## config.mk

```make
export PLATFORM = sky130hd
export DESIGN_NAME = hdc_regs
export DESIGN_NICKNAME = d
export VERILOG_FILES = /design/src/logic/hdc_pkg.sv /design/src/logic/hdc_regs.sv
export SDC_FILE = /design/constraint.sdc
export NUM_CORES = 2
export LEC_CHECK = 0
export ABC_CLOCK_PERIOD_IN_PS = 37900
export BUFFER_PORTS_ARGS = -buffer_cell sky130_fd_sc_hd__buf_2
export CELL_PAD_IN_SITES_DETAIL_PLACEMENT = 1
export CELL_PAD_IN_SITES_GLOBAL_PLACEMENT = 1
export CORE_MARGIN = 8
export CORE_UTILIZATION = 39
export DETAILED_ROUTE_END_ITERATION = 16
export PLACE_DENSITY_LB_ADDON = 0.12
export SLEW_MARGIN = 25
export SYNTH_ARGS = -nofsm -noshare
export SYNTH_HDL_FRONTEND = slang
export SYNTH_SLANG_ARGS = --single-unit
```

## constraint.sdc

```tcl
create_clock -name clk -period 37.9 [get_ports clk]
set_clock_uncertainty 0.05 [all_clocks]
set_input_delay 1.895 -clock clk [delete_from_list [all_inputs] [get_ports clk]]
set_output_delay 1.895 -clock clk [all_outputs]
set_load 0.05 [all_outputs]
```

## src/logic/hdc_pkg.sv

```systemverilog
// constants for the hub descriptor configuration register bank
`default_nettype none
package hdc_pkg;
  // ----------------------------------------
  // register offsets
  // ----------------------------------------
  localparam logic [7:0] OFF_CUR_SELF = 8'h0e;
  localparam logic [7:0] OFF_CUR_BUS = 8'h0f;
  localparam logic [7:0] OFF_PWR_ON = 8'h10;
  localparam logic [7:0] OFF_LANG_UP = 8'h11;
  localparam logic [7:0] OFF_LANG_LO = 8'h12;
  localparam logic [7:0] OFF_MAKER_LEN = 8'h13;
  localparam logic [7:0] OFF_PROD_LEN = 8'h14;
  localparam logic [7:0] OFF_SER_LEN = 8'h15;
  localparam logic [7:0] OFF_MAKER_FIRST = 8'h16;
  localparam logic [7:0] OFF_MAKER_LAST = 8'h53;
  localparam logic [7:0] OFF_PROD_FIRST = 8'h54;
  localparam logic [7:0] OFF_PROD_LAST = 8'h91;
  // ----------------------------------------
  // reset values
  // ----------------------------------------
  localparam logic [7:0] RST_CUR_SELF = 8'h02;
  localparam logic [7:0] RST_CUR_BUS = 8'h64;
  localparam logic [7:0] RST_PWR_ON = 8'h00;
  localparam logic [7:0] RST_LANG_UP = 8'h04;
  localparam logic [7:0] RST_LANG_LO = 8'h09;
  localparam logic [7:0] RST_LEN = 8'h00;
  localparam logic [7:0] RST_TEXT = 8'h00;
  localparam logic [7:0] RD_UNMAPPED = 8'h00;
  // ----------------------------------------
  // string storage geometry and selectors
  // ----------------------------------------
  localparam int TEXT_BYTES = 62;
  localparam logic [5:0] TEXT_MAX = 6'h3e;
  localparam logic [1:0] SEL_MAKER = 2'h0;
  localparam logic [1:0] SEL_PROD = 2'h1;
  localparam logic [1:0] SEL_SERIAL = 2'h2;
  typedef enum logic [1:0] {
    HDC_IDLE = 2'b01,
    HDC_SEND = 2'b10
  } hdc_state_t;
endpackage
`default_nettype wire

```

## src/logic/hdc_regs.sv

```systemverilog
// hub descriptor configuration registers and string descriptor reader
`timescale 1ns/1ps
`default_nettype none
module hdc_regs (
  // clock and reset
  input wire logic clk,
  input wire logic rstn,
  // configuration byte port
  input wire logic cfg_wr,
  input wire logic cfg_rd,
  input wire logic [7:0] cfg_addr,
  input wire logic [7:0] cfg_wdata,
  output logic [7:0] cfg_rdata,
  // string descriptor reader
  input wire logic desc_req,
  input wire logic [1:0] desc_sel,
  output logic desc_busy,
  output logic desc_valid,
  output logic [7:0] desc_data,
  output logic desc_last,
  output logic desc_done,
  // descriptor fields
  output logic [7:0] cur_self,
  output logic [7:0] cur_bus,
  output logic [7:0] pwr_good_time,
  output logic [15:0] lang_id
);
  // ----------------------------------------
  // reset release
  // ----------------------------------------
  logic rst_meta_q;
  logic rst_s;
  always_ff @(posedge clk or negedge rstn) begin
    if (!rstn) begin
      rst_meta_q <= 1'b0;
      rst_s <= 1'b0;
    end else begin
      rst_meta_q <= 1'b1;
      rst_s <= rst_meta_q;
    end
  end

  // ----------------------------------------
  // address decode
  // ----------------------------------------
  logic [7:0] self_q, bus_q, pwr_q, lang_up_q, lang_lo_q;
  logic [7:0] maker_len_q, prod_len_q, ser_len_q;
  logic [7:0] maker_q [hdc_pkg::TEXT_BYTES];
  logic [7:0] prod_q [hdc_pkg::TEXT_BYTES];
  wire in_maker = (cfg_addr >= hdc_pkg::OFF_MAKER_FIRST) &&
                  (cfg_addr <= hdc_pkg::OFF_MAKER_LAST);
  wire in_prod = (cfg_addr >= hdc_pkg::OFF_PROD_FIRST) &&
                 (cfg_addr <= hdc_pkg::OFF_PROD_LAST);
  wire [7:0] maker_off = cfg_addr - hdc_pkg::OFF_MAKER_FIRST;
  wire [7:0] prod_off = cfg_addr - hdc_pkg::OFF_PROD_FIRST;
  wire [5:0] maker_idx = maker_off[5:0];
  wire [5:0] prod_idx = prod_off[5:0];
  wire wr_self = cfg_wr && (cfg_addr == hdc_pkg::OFF_CUR_SELF);
  wire wr_bus = cfg_wr && (cfg_addr == hdc_pkg::OFF_CUR_BUS);
  wire wr_pwr = cfg_wr && (cfg_addr == hdc_pkg::OFF_PWR_ON);
  wire wr_lup = cfg_wr && (cfg_addr == hdc_pkg::OFF_LANG_UP);
  wire wr_llo = cfg_wr && (cfg_addr == hdc_pkg::OFF_LANG_LO);
  wire wr_mlen = cfg_wr && (cfg_addr == hdc_pkg::OFF_MAKER_LEN);
  wire wr_plen = cfg_wr && (cfg_addr == hdc_pkg::OFF_PROD_LEN);
  wire wr_slen = cfg_wr && (cfg_addr == hdc_pkg::OFF_SER_LEN);
  wire wr_maker = cfg_wr && in_maker;
  wire wr_prod = cfg_wr && in_prod;

  logic [7:0] rd_mux;
  always_comb begin
    rd_mux = hdc_pkg::RD_UNMAPPED;
    if (in_maker) rd_mux = maker_q[maker_idx];
    else if (in_prod) rd_mux = prod_q[prod_idx];
    else begin
      case (cfg_addr)
        hdc_pkg::OFF_CUR_SELF: rd_mux = self_q;
        hdc_pkg::OFF_CUR_BUS: rd_mux = bus_q;
        hdc_pkg::OFF_PWR_ON: rd_mux = pwr_q;
        hdc_pkg::OFF_LANG_UP: rd_mux = lang_up_q;
        hdc_pkg::OFF_LANG_LO: rd_mux = lang_lo_q;
        hdc_pkg::OFF_MAKER_LEN: rd_mux = maker_len_q;
        hdc_pkg::OFF_PROD_LEN: rd_mux = prod_len_q;
        hdc_pkg::OFF_SER_LEN: rd_mux = ser_len_q;
        default: rd_mux = hdc_pkg::RD_UNMAPPED;
      endcase
    end
  end

  // ----------------------------------------
  // scalar registers
  // ----------------------------------------
  always_ff @(posedge clk or negedge rst_s) begin
    if (!rst_s) begin
      self_q <= hdc_pkg::RST_CUR_SELF;
      bus_q <= hdc_pkg::RST_CUR_BUS;
      pwr_q <= hdc_pkg::RST_PWR_ON;
      lang_up_q <= hdc_pkg::RST_LANG_UP;
      lang_lo_q <= hdc_pkg::RST_LANG_LO;
      maker_len_q <= hdc_pkg::RST_LEN;
      prod_len_q <= hdc_pkg::RST_LEN;
      ser_len_q <= hdc_pkg::RST_LEN;
      cfg_rdata <= hdc_pkg::RD_UNMAPPED;
    end else begin
      if (wr_self) self_q <= cfg_wdata;
      if (wr_bus) bus_q <= cfg_wdata;
      if (wr_pwr) pwr_q <= cfg_wdata;
      if (wr_lup) lang_up_q <= cfg_wdata;
      if (wr_llo) lang_lo_q <= cfg_wdata;
      if (wr_mlen) maker_len_q <= cfg_wdata;
      if (wr_plen) prod_len_q <= cfg_wdata;
      if (wr_slen) ser_len_q <= cfg_wdata;
      if (cfg_rd) cfg_rdata <= rd_mux;
    end
  end

  // ----------------------------------------
  // string storage
  // ----------------------------------------
  always_ff @(posedge clk or negedge rst_s) begin
    if (!rst_s) begin
      for (int i = 0; i < hdc_pkg::TEXT_BYTES; i++) begin
        maker_q[i] <= hdc_pkg::RST_TEXT;
        prod_q[i] <= hdc_pkg::RST_TEXT;
      end
    end else begin
      if (wr_maker) maker_q[maker_idx] <= cfg_wdata;
      if (wr_prod) prod_q[prod_idx] <= cfg_wdata;
    end
  end

  // descriptor fields straight from the register flops
  assign cur_self = self_q;
  assign cur_bus = bus_q;
  assign pwr_good_time = pwr_q;
  assign lang_id = {lang_up_q, lang_lo_q};

  // ----------------------------------------
  // string descriptor reader
  // ----------------------------------------
  hdc_pkg::hdc_state_t state_q;
  logic [1:0] sel_q;
  logic [5:0] idx_q, cnt_q;
  logic [7:0] sel_len;
  always_comb begin
    case (desc_sel)
      hdc_pkg::SEL_MAKER: sel_len = maker_len_q;
      hdc_pkg::SEL_PROD: sel_len = prod_len_q;
      hdc_pkg::SEL_SERIAL: sel_len = ser_len_q;
      default: sel_len = hdc_pkg::RST_LEN;
    endcase
  end
  // lengths beyond the storage would read past it, so they are clamped
  wire len_big = sel_len > {2'b00, hdc_pkg::TEXT_MAX};
  wire [5:0] req_len = len_big ? hdc_pkg::TEXT_MAX : sel_len[5:0];
  // serial bytes live outside this bank; they stream as zero
  wire [7:0] str_byte = (sel_q == hdc_pkg::SEL_MAKER) ? maker_q[idx_q] :
                        (sel_q == hdc_pkg::SEL_PROD) ? prod_q[idx_q] :
                        hdc_pkg::RST_TEXT;
  wire at_last = (idx_q == cnt_q - 6'h01);
  wire accept = (state_q == hdc_pkg::HDC_IDLE) && desc_req;

  always_ff @(posedge clk or negedge rst_s) begin
    if (!rst_s) begin
      state_q <= hdc_pkg::HDC_IDLE;
      sel_q <= hdc_pkg::SEL_MAKER;
      idx_q <= 6'h00;
      cnt_q <= 6'h00;
      desc_busy <= 1'b0;
      desc_valid <= 1'b0;
      desc_data <= hdc_pkg::RST_TEXT;
      desc_last <= 1'b0;
      desc_done <= 1'b0;
    end else begin
      desc_valid <= 1'b0;
      desc_last <= 1'b0;
      desc_done <= 1'b0;
      case (state_q)
        hdc_pkg::HDC_IDLE: begin
          if (accept) begin
            sel_q <= desc_sel;
            idx_q <= 6'h00;
            cnt_q <= req_len;
            if (req_len == 6'h00) begin
              desc_done <= 1'b1;
            end else begin
              state_q <= hdc_pkg::HDC_SEND;
              desc_busy <= 1'b1;
            end
          end
        end
        hdc_pkg::HDC_SEND: begin
          desc_valid <= 1'b1;
          desc_data <= str_byte;
          desc_last <= at_last;
          idx_q <= idx_q + 6'h01;
          if (at_last) begin
            state_q <= hdc_pkg::HDC_IDLE;
            desc_busy <= 1'b0;
            desc_done <= 1'b1;
          end
        end
        default: begin
          state_q <= hdc_pkg::HDC_IDLE;
          desc_busy <= 1'b0;
        end
      endcase
    end
  end

  // beats are counted here, so no long repetition is unrolled
  logic [6:0] beats_q;
  always_ff @(posedge clk or negedge rst_s) begin
    if (!rst_s) beats_q <= 7'h00;
    else if (desc_done) beats_q <= 7'h00;
    else if (desc_valid) beats_q <= beats_q + 7'h01;
  end
endmodule // hdc_regs
`default_nettype wire

```

Word-level counts from Yosys, hierarchy flattened
Index checks and enable logic that the tools add are counted.

storage, ports and cells
  flip-flop bits (word level) = 1094
  bits in latches = 0
  RAM bits = 0
  memory bits (read-only) = 0
  input bits = 23
  word-level logic and storage cells = 241
  memories = 0

cells by class
  add/subtract/negate cells = 4
  multipliers = 0
  div/mod/pow operators = 0
  order comparisons = 10
  equal/unequal tests = 17
  shift-type cells = 0
  multiplexer cells = 41
  bitwise operators = 3
  reduce and logical (&&, ||, !) cells = 22

operators by type and width
  cell                 number
  $bwmux 496           2
  $bmux 8 s6           4
  $mux 8               14
  $demux 8 s6          2
  $pmux 8 s8           1
  $eq 8x5->1 const B   6
  $pmux 8 s3           1
  $ge 7x7->1 const B   3
  $not 6->7            3
  $eq 8x4->1 const B   2
  $logic_and 1x1->1    15
  $lt 7x1->1 const B   2
  $mux 6               2
  $pmux 6 s2           1
  $sub 6x5->6 const B  2
  $ge 8x5->1 const B   1
  $ge 8x7->1 const B   1
  $gt 8x6->1 const B   1
  $le 8x7->1 const B   1
  $le 8x8->1 const B   1
  $mux 1               8
  $add 6x1->6 const B  1
  $eq 2x1->1 const B   3
  $eq 6x6->1           1
  11 further kinds     19

Depth between registers and ports, before layout
  depth after elaboration = 8
  mapped depth = 15

Least setup slack after synthesis
No wires, ideal clock.

  path kind = input port to flip-flop
  start = input cfg_addr[2]
  end = register cfg_rdata[1]
  library setup time = 0.066 ns
  arrival = 4.675 ns
  required time = 37.784 ns
  slack = 33.109 ns
  stages = 13
  cells stage by stage = buf_2 > inv_1 > buf_2 > buf_1 > ha_1 > buf_2 > inv_2 > buf_1 > clkbuf_1 > a221oi_1 > a311o_1 > nand4_1 > o221a_2

between the ends
  word-level cells in the longest chain between the ends = 7
  elaborated cells between the ends (all ways) = 27

RTL lines
  item                                       RTL line         RTL
  from (decl)                                hdc_regs.sv:11   input wire logic [7:0] cfg_addr,
  $sub 6x5->6                                hdc_regs.sv:55   wire [7:0] prod_off = cfg_addr - hdc_pkg::OFF_PROD_FIRST;
  $not 6->7 (not written as such)            hdc_regs.sv:73   else if (in_prod) rd_mux = prod_q[prod_idx];
  $bmux 8 s6                                 hdc_regs.sv:73
  $mux 8 (not written as such) (2 in a row)  hdc_regs.sv:73
  $mux 8                                     hdc_regs.sv:73
  $mux 8 (*)                                 hdc_regs.sv:72   if (in_maker) rd_mux = maker_q[maker_idx];
  to (signal assigned)                       hdc_regs.sv:102  cfg_rdata <= hdc_pkg::RD_UNMAPPED;
  to (signal assigned)                       hdc_regs.sv:112  if (cfg_rd) cfg_rdata <= rd_mux;
  to (decl)                                  hdc_regs.sv:13   output logic [7:0] cfg_rdata,

Mark *: on every way between the ends. The rest lies on a longest branch, timed or not. The select of a mux whose other input is x is not followed.
A chain may end at the register's enable or synchronous reset.

Worst setup path after layout
  start = input cfg_addr[0]
  end = register cfg_rdata[3]

The elaborated chain is that of the path after synthesis.

==> summary.md <==
| Metric | Value |
|---|---|
| Slew headroom | 24.0% |
| WL final | 221,000 um |
| Via count | 40,500 |
| DRT met1 WL | 103,000 um |
| Die Ht | 405 um |
| Max Buffers Root-to-Sink | 3 |
| Worst slew pin tran | 1.11 ns |
| Clk slew on worst S/H paths | 0.06 ns |
| Worst vdd ir | 0.0462 mV |
| Overall power | 3.29 mW |
| Crit path depth | 9 |
| # clock sinks | 1,093 |
| CP Buf/Inv Count | 3 |
| Fin cells | 6,380 |
| Crit path kind | in -> reg |
| Pin count of the biggest net entering global routing | 161 |
| RSZ-0062 raised after global routing | false |
| Nets | 4,271 |
| Core Box Area | 151,000 um^2 |
| IO Count | 83 |
| Root Driver | clkbuf_16 |
| Routed Antenna Nets | 0 |
| Worst endpoint required time | 38.50 ns |
| Hold endpoint | rst_s |
| WP data arrival | 6.38 ns |
| GRT Overall Usage | 26.7% |
| Most common library cells after synthesis | 1,120 x mux2_2, 1,085 x dfrtp_1, 362 x mux4_2 |
| Crit-path cells | buf_8 -> buf_4 -> buf_4 -> mux4_2 -> mux2i_1 -> nor3_1 -> o41ai_1 -> nand3_1 -> a22o_1 |
| Worst path slowest cell | buf_4 |
| Setup TNS Final | 0 ns |
| Initial Utilization | 39.1% |
| Total grt overflow | 0 |
| Synth Flop Type | dfrtp_1 |
| Pwr dens | 50.1 nW/um^2 |
| Top cell type's share of synthesized area | 46.0% |
| Die area | 164,000 um^2 |
| Reg-to-reg slack, setup | 32.16 ns |
| CTS Buf Count | 136 |
| Post-CTS setup buffer count | 0 |
| Worst r2r src | idx_q[1] |
| Final hold viol count | 0 |
| Gate Count Post-Synth | 4,289 |
| DP Area | 61,000 um^2 |
| Placed instance count | 6,126 |
| Most frequent cell after synthesis | mux2_2 |
| Router iterations before antenna repair | 6 |
| Number of port buffers | 82 |
| Hold_ws | 0.298 ns |
| Async S/R FF share, synth | 100% |
| Crit-path max cell delay | 0.72 ns |
| Wire per inst | 34.6 um |
| Vias in the first global route | 41,700 |
| Final worst setup slack | 32.13 ns |
| Final core area utilization | 43.4% |
| Setup-failing EPs final | 0 |
| R2r endpoint | desc_data[7] |
| Met2 Wirelength | 96,300 um |
| Synth-to-Final Area Change | 11.1% |
| Metal3 WL | 14,400 um |
| Syn nets | 4,324 |
| Status | finished, final reports clean |
| Top cells by area, synth | dfrtp_1 46%, mux2_2 21%, mux4_2 14% |
| EDFF count, synth | 0 |
| Post_cts resized | 0 |
| Antenna violations before repair | 14 |
| RD Place Congestion | 0.858 |
| Die X | 405 um |
| Period utilization | 15.2% |
| Pre-CTS WS | 31.46 ns |
| Max Slew Vio Count | 0 |
| First-pass GRT wire length | 322,000 um |
| HP Class | reg -> reg |
| Critical Path Start Type | primary input |
| Minimum clock period | 5.77 ns |
| Finished Cell Area | 65,600 um^2 |
| Synth cell types | 88 |
| CP Capture Type | flop |
| Static Leak | 29.8 nW |
| Mapped Area | 59,100 um^2 |
| Hold Crit Depth | 0 |
| Most frequent CP cell | buf_4 |
| FF-to-FF path depth | 10 |
| Seq/Total Area, Yosys | 46.3% |
| Share of layout cells above drive strength 1 | 44.3% |
| Synthesized area per cell | 13.8 um^2 |
| H-tree depth | 4 |
| Flops & latches, synth | 1,093 |
| Max-Cap Viols | 0 |
| Final HPWL DP | 142,000 um |
| Vias per cell | 6.34 |
| Row Count | 143 |
| Worst Path Max Fanout | 57 |
| Hold Startpoint | rst_meta_q |
| Post-synth top area cell | dfrtp_1 |
| DR top layer | met5 |
| Hold bufs inserted after CTS | 0 |
| CTS tree | yes |
| Drt drc | 0 |
| Yosys warns | 0 |
| Top Family by Delay on Critical Path | buffers and inverters |
| Worst skew pair latency | 0.78 ns |
| Maximum clock rate | 173 MHz |
| Initial DRC count | 3,777 |
[state kept, by name, indices dropped and copies added (netlist names), 2 cells and up]
signal and flops:
maker_q 496, prod_q 496, cfg_rdata 8, cur_bus 8, cur_self 8, desc_data 8
lang_lo_q 8, lang_up_q 8, maker_len_q 8, prod_len_q 8, pwr_good_time 8, ser_len_q 8
cnt_q 6, idx_q 6, sel_q 2
[kinds of logic after synthesis]
group,after synthesis,share of synthesized area (%)
multiplexers,1745,39.8
flip-flops,1093,46.3
AND/OR/NAND/NOR,526,4.00
AO/OA/AOI/OAI,523,6.23
buffers and inverters,381,3.25
adder cells (fa/ha/maj),12,0.254
XOR/XNOR,8,0.119
other,1,0.00635
[cell type report]
cell class                      instances  area [um^2]
Inverter                               20         75.1
Sequential cell                      1093        27400
Timing Repair Buffer                  170         1210
Tap cell                             2030         2540
Multi-Input combinational cell       2815        29900
Fill cell                           15200        85600
Clock inverter                         38          398
Antenna cell                            7         17.5
Clock buffer                          207         4150
[cell usage in the layout (no fill, tap or decap), types with 37 or more instances in the layout]
cell / count
buf_2: 72
o21ai_0: 97
a21oi_1: 67
mux2_2: 1120
nor2_1: 64
dfrtp_1: 1079
o22ai_1: 69
buf_4: 86
a221oi_1: 66
mux2i_1: 253
a211oi_1: 42
clkbuf_8: 37
nand2_1: 307
mux4_2: 362
clkbuf_16: 141
[worst max path at each step]
stage | start | endpoint | slack [ns]
after floorplan | rst_s | cfg_rdata[0] | 5.14
after global placement | cfg_addr[0] | cfg_rdata[0] | 31.28
after detailed placement | cfg_addr[0] | cfg_rdata[3] | 31.46
after CTS | idx_q[1] | desc_data[7] | 32.16
after global routing | cfg_addr[2] | prod_q[224] | 31.99
final | cfg_addr[0] | cfg_rdata[3] | 32.13
[metal layers]
layer / up-vias / track usage (%)
met5: - / 0
met2: 1337 / 39.3
met4: 4 / 8.42
met3: 349 / 5.12
li1: 16400 / -
met1: 22300 / 39.8
[worst register-to-register path, cell delays in order (launching register included)]
cell and delay (ns):
dfrtp_4 1.04, buf_12 0.49, buf_4 0.58, buf_4 0.61, nand3b_1 0.22, buf_4 0.58, o22ai_1 0.26, a211oi_1 0.84
a221oi_1 0.18, o21ai_0 0.57, o211ai_1 0.17
[power breakdown]
part	internal (mW)	total (mW)	switching, mW
Sequential	1.24	1.32	0.0798
Combinational	0.248	0.639	0.390
Clock	0.795	1.33	0.532
Power figures use the tool's default switching activity.
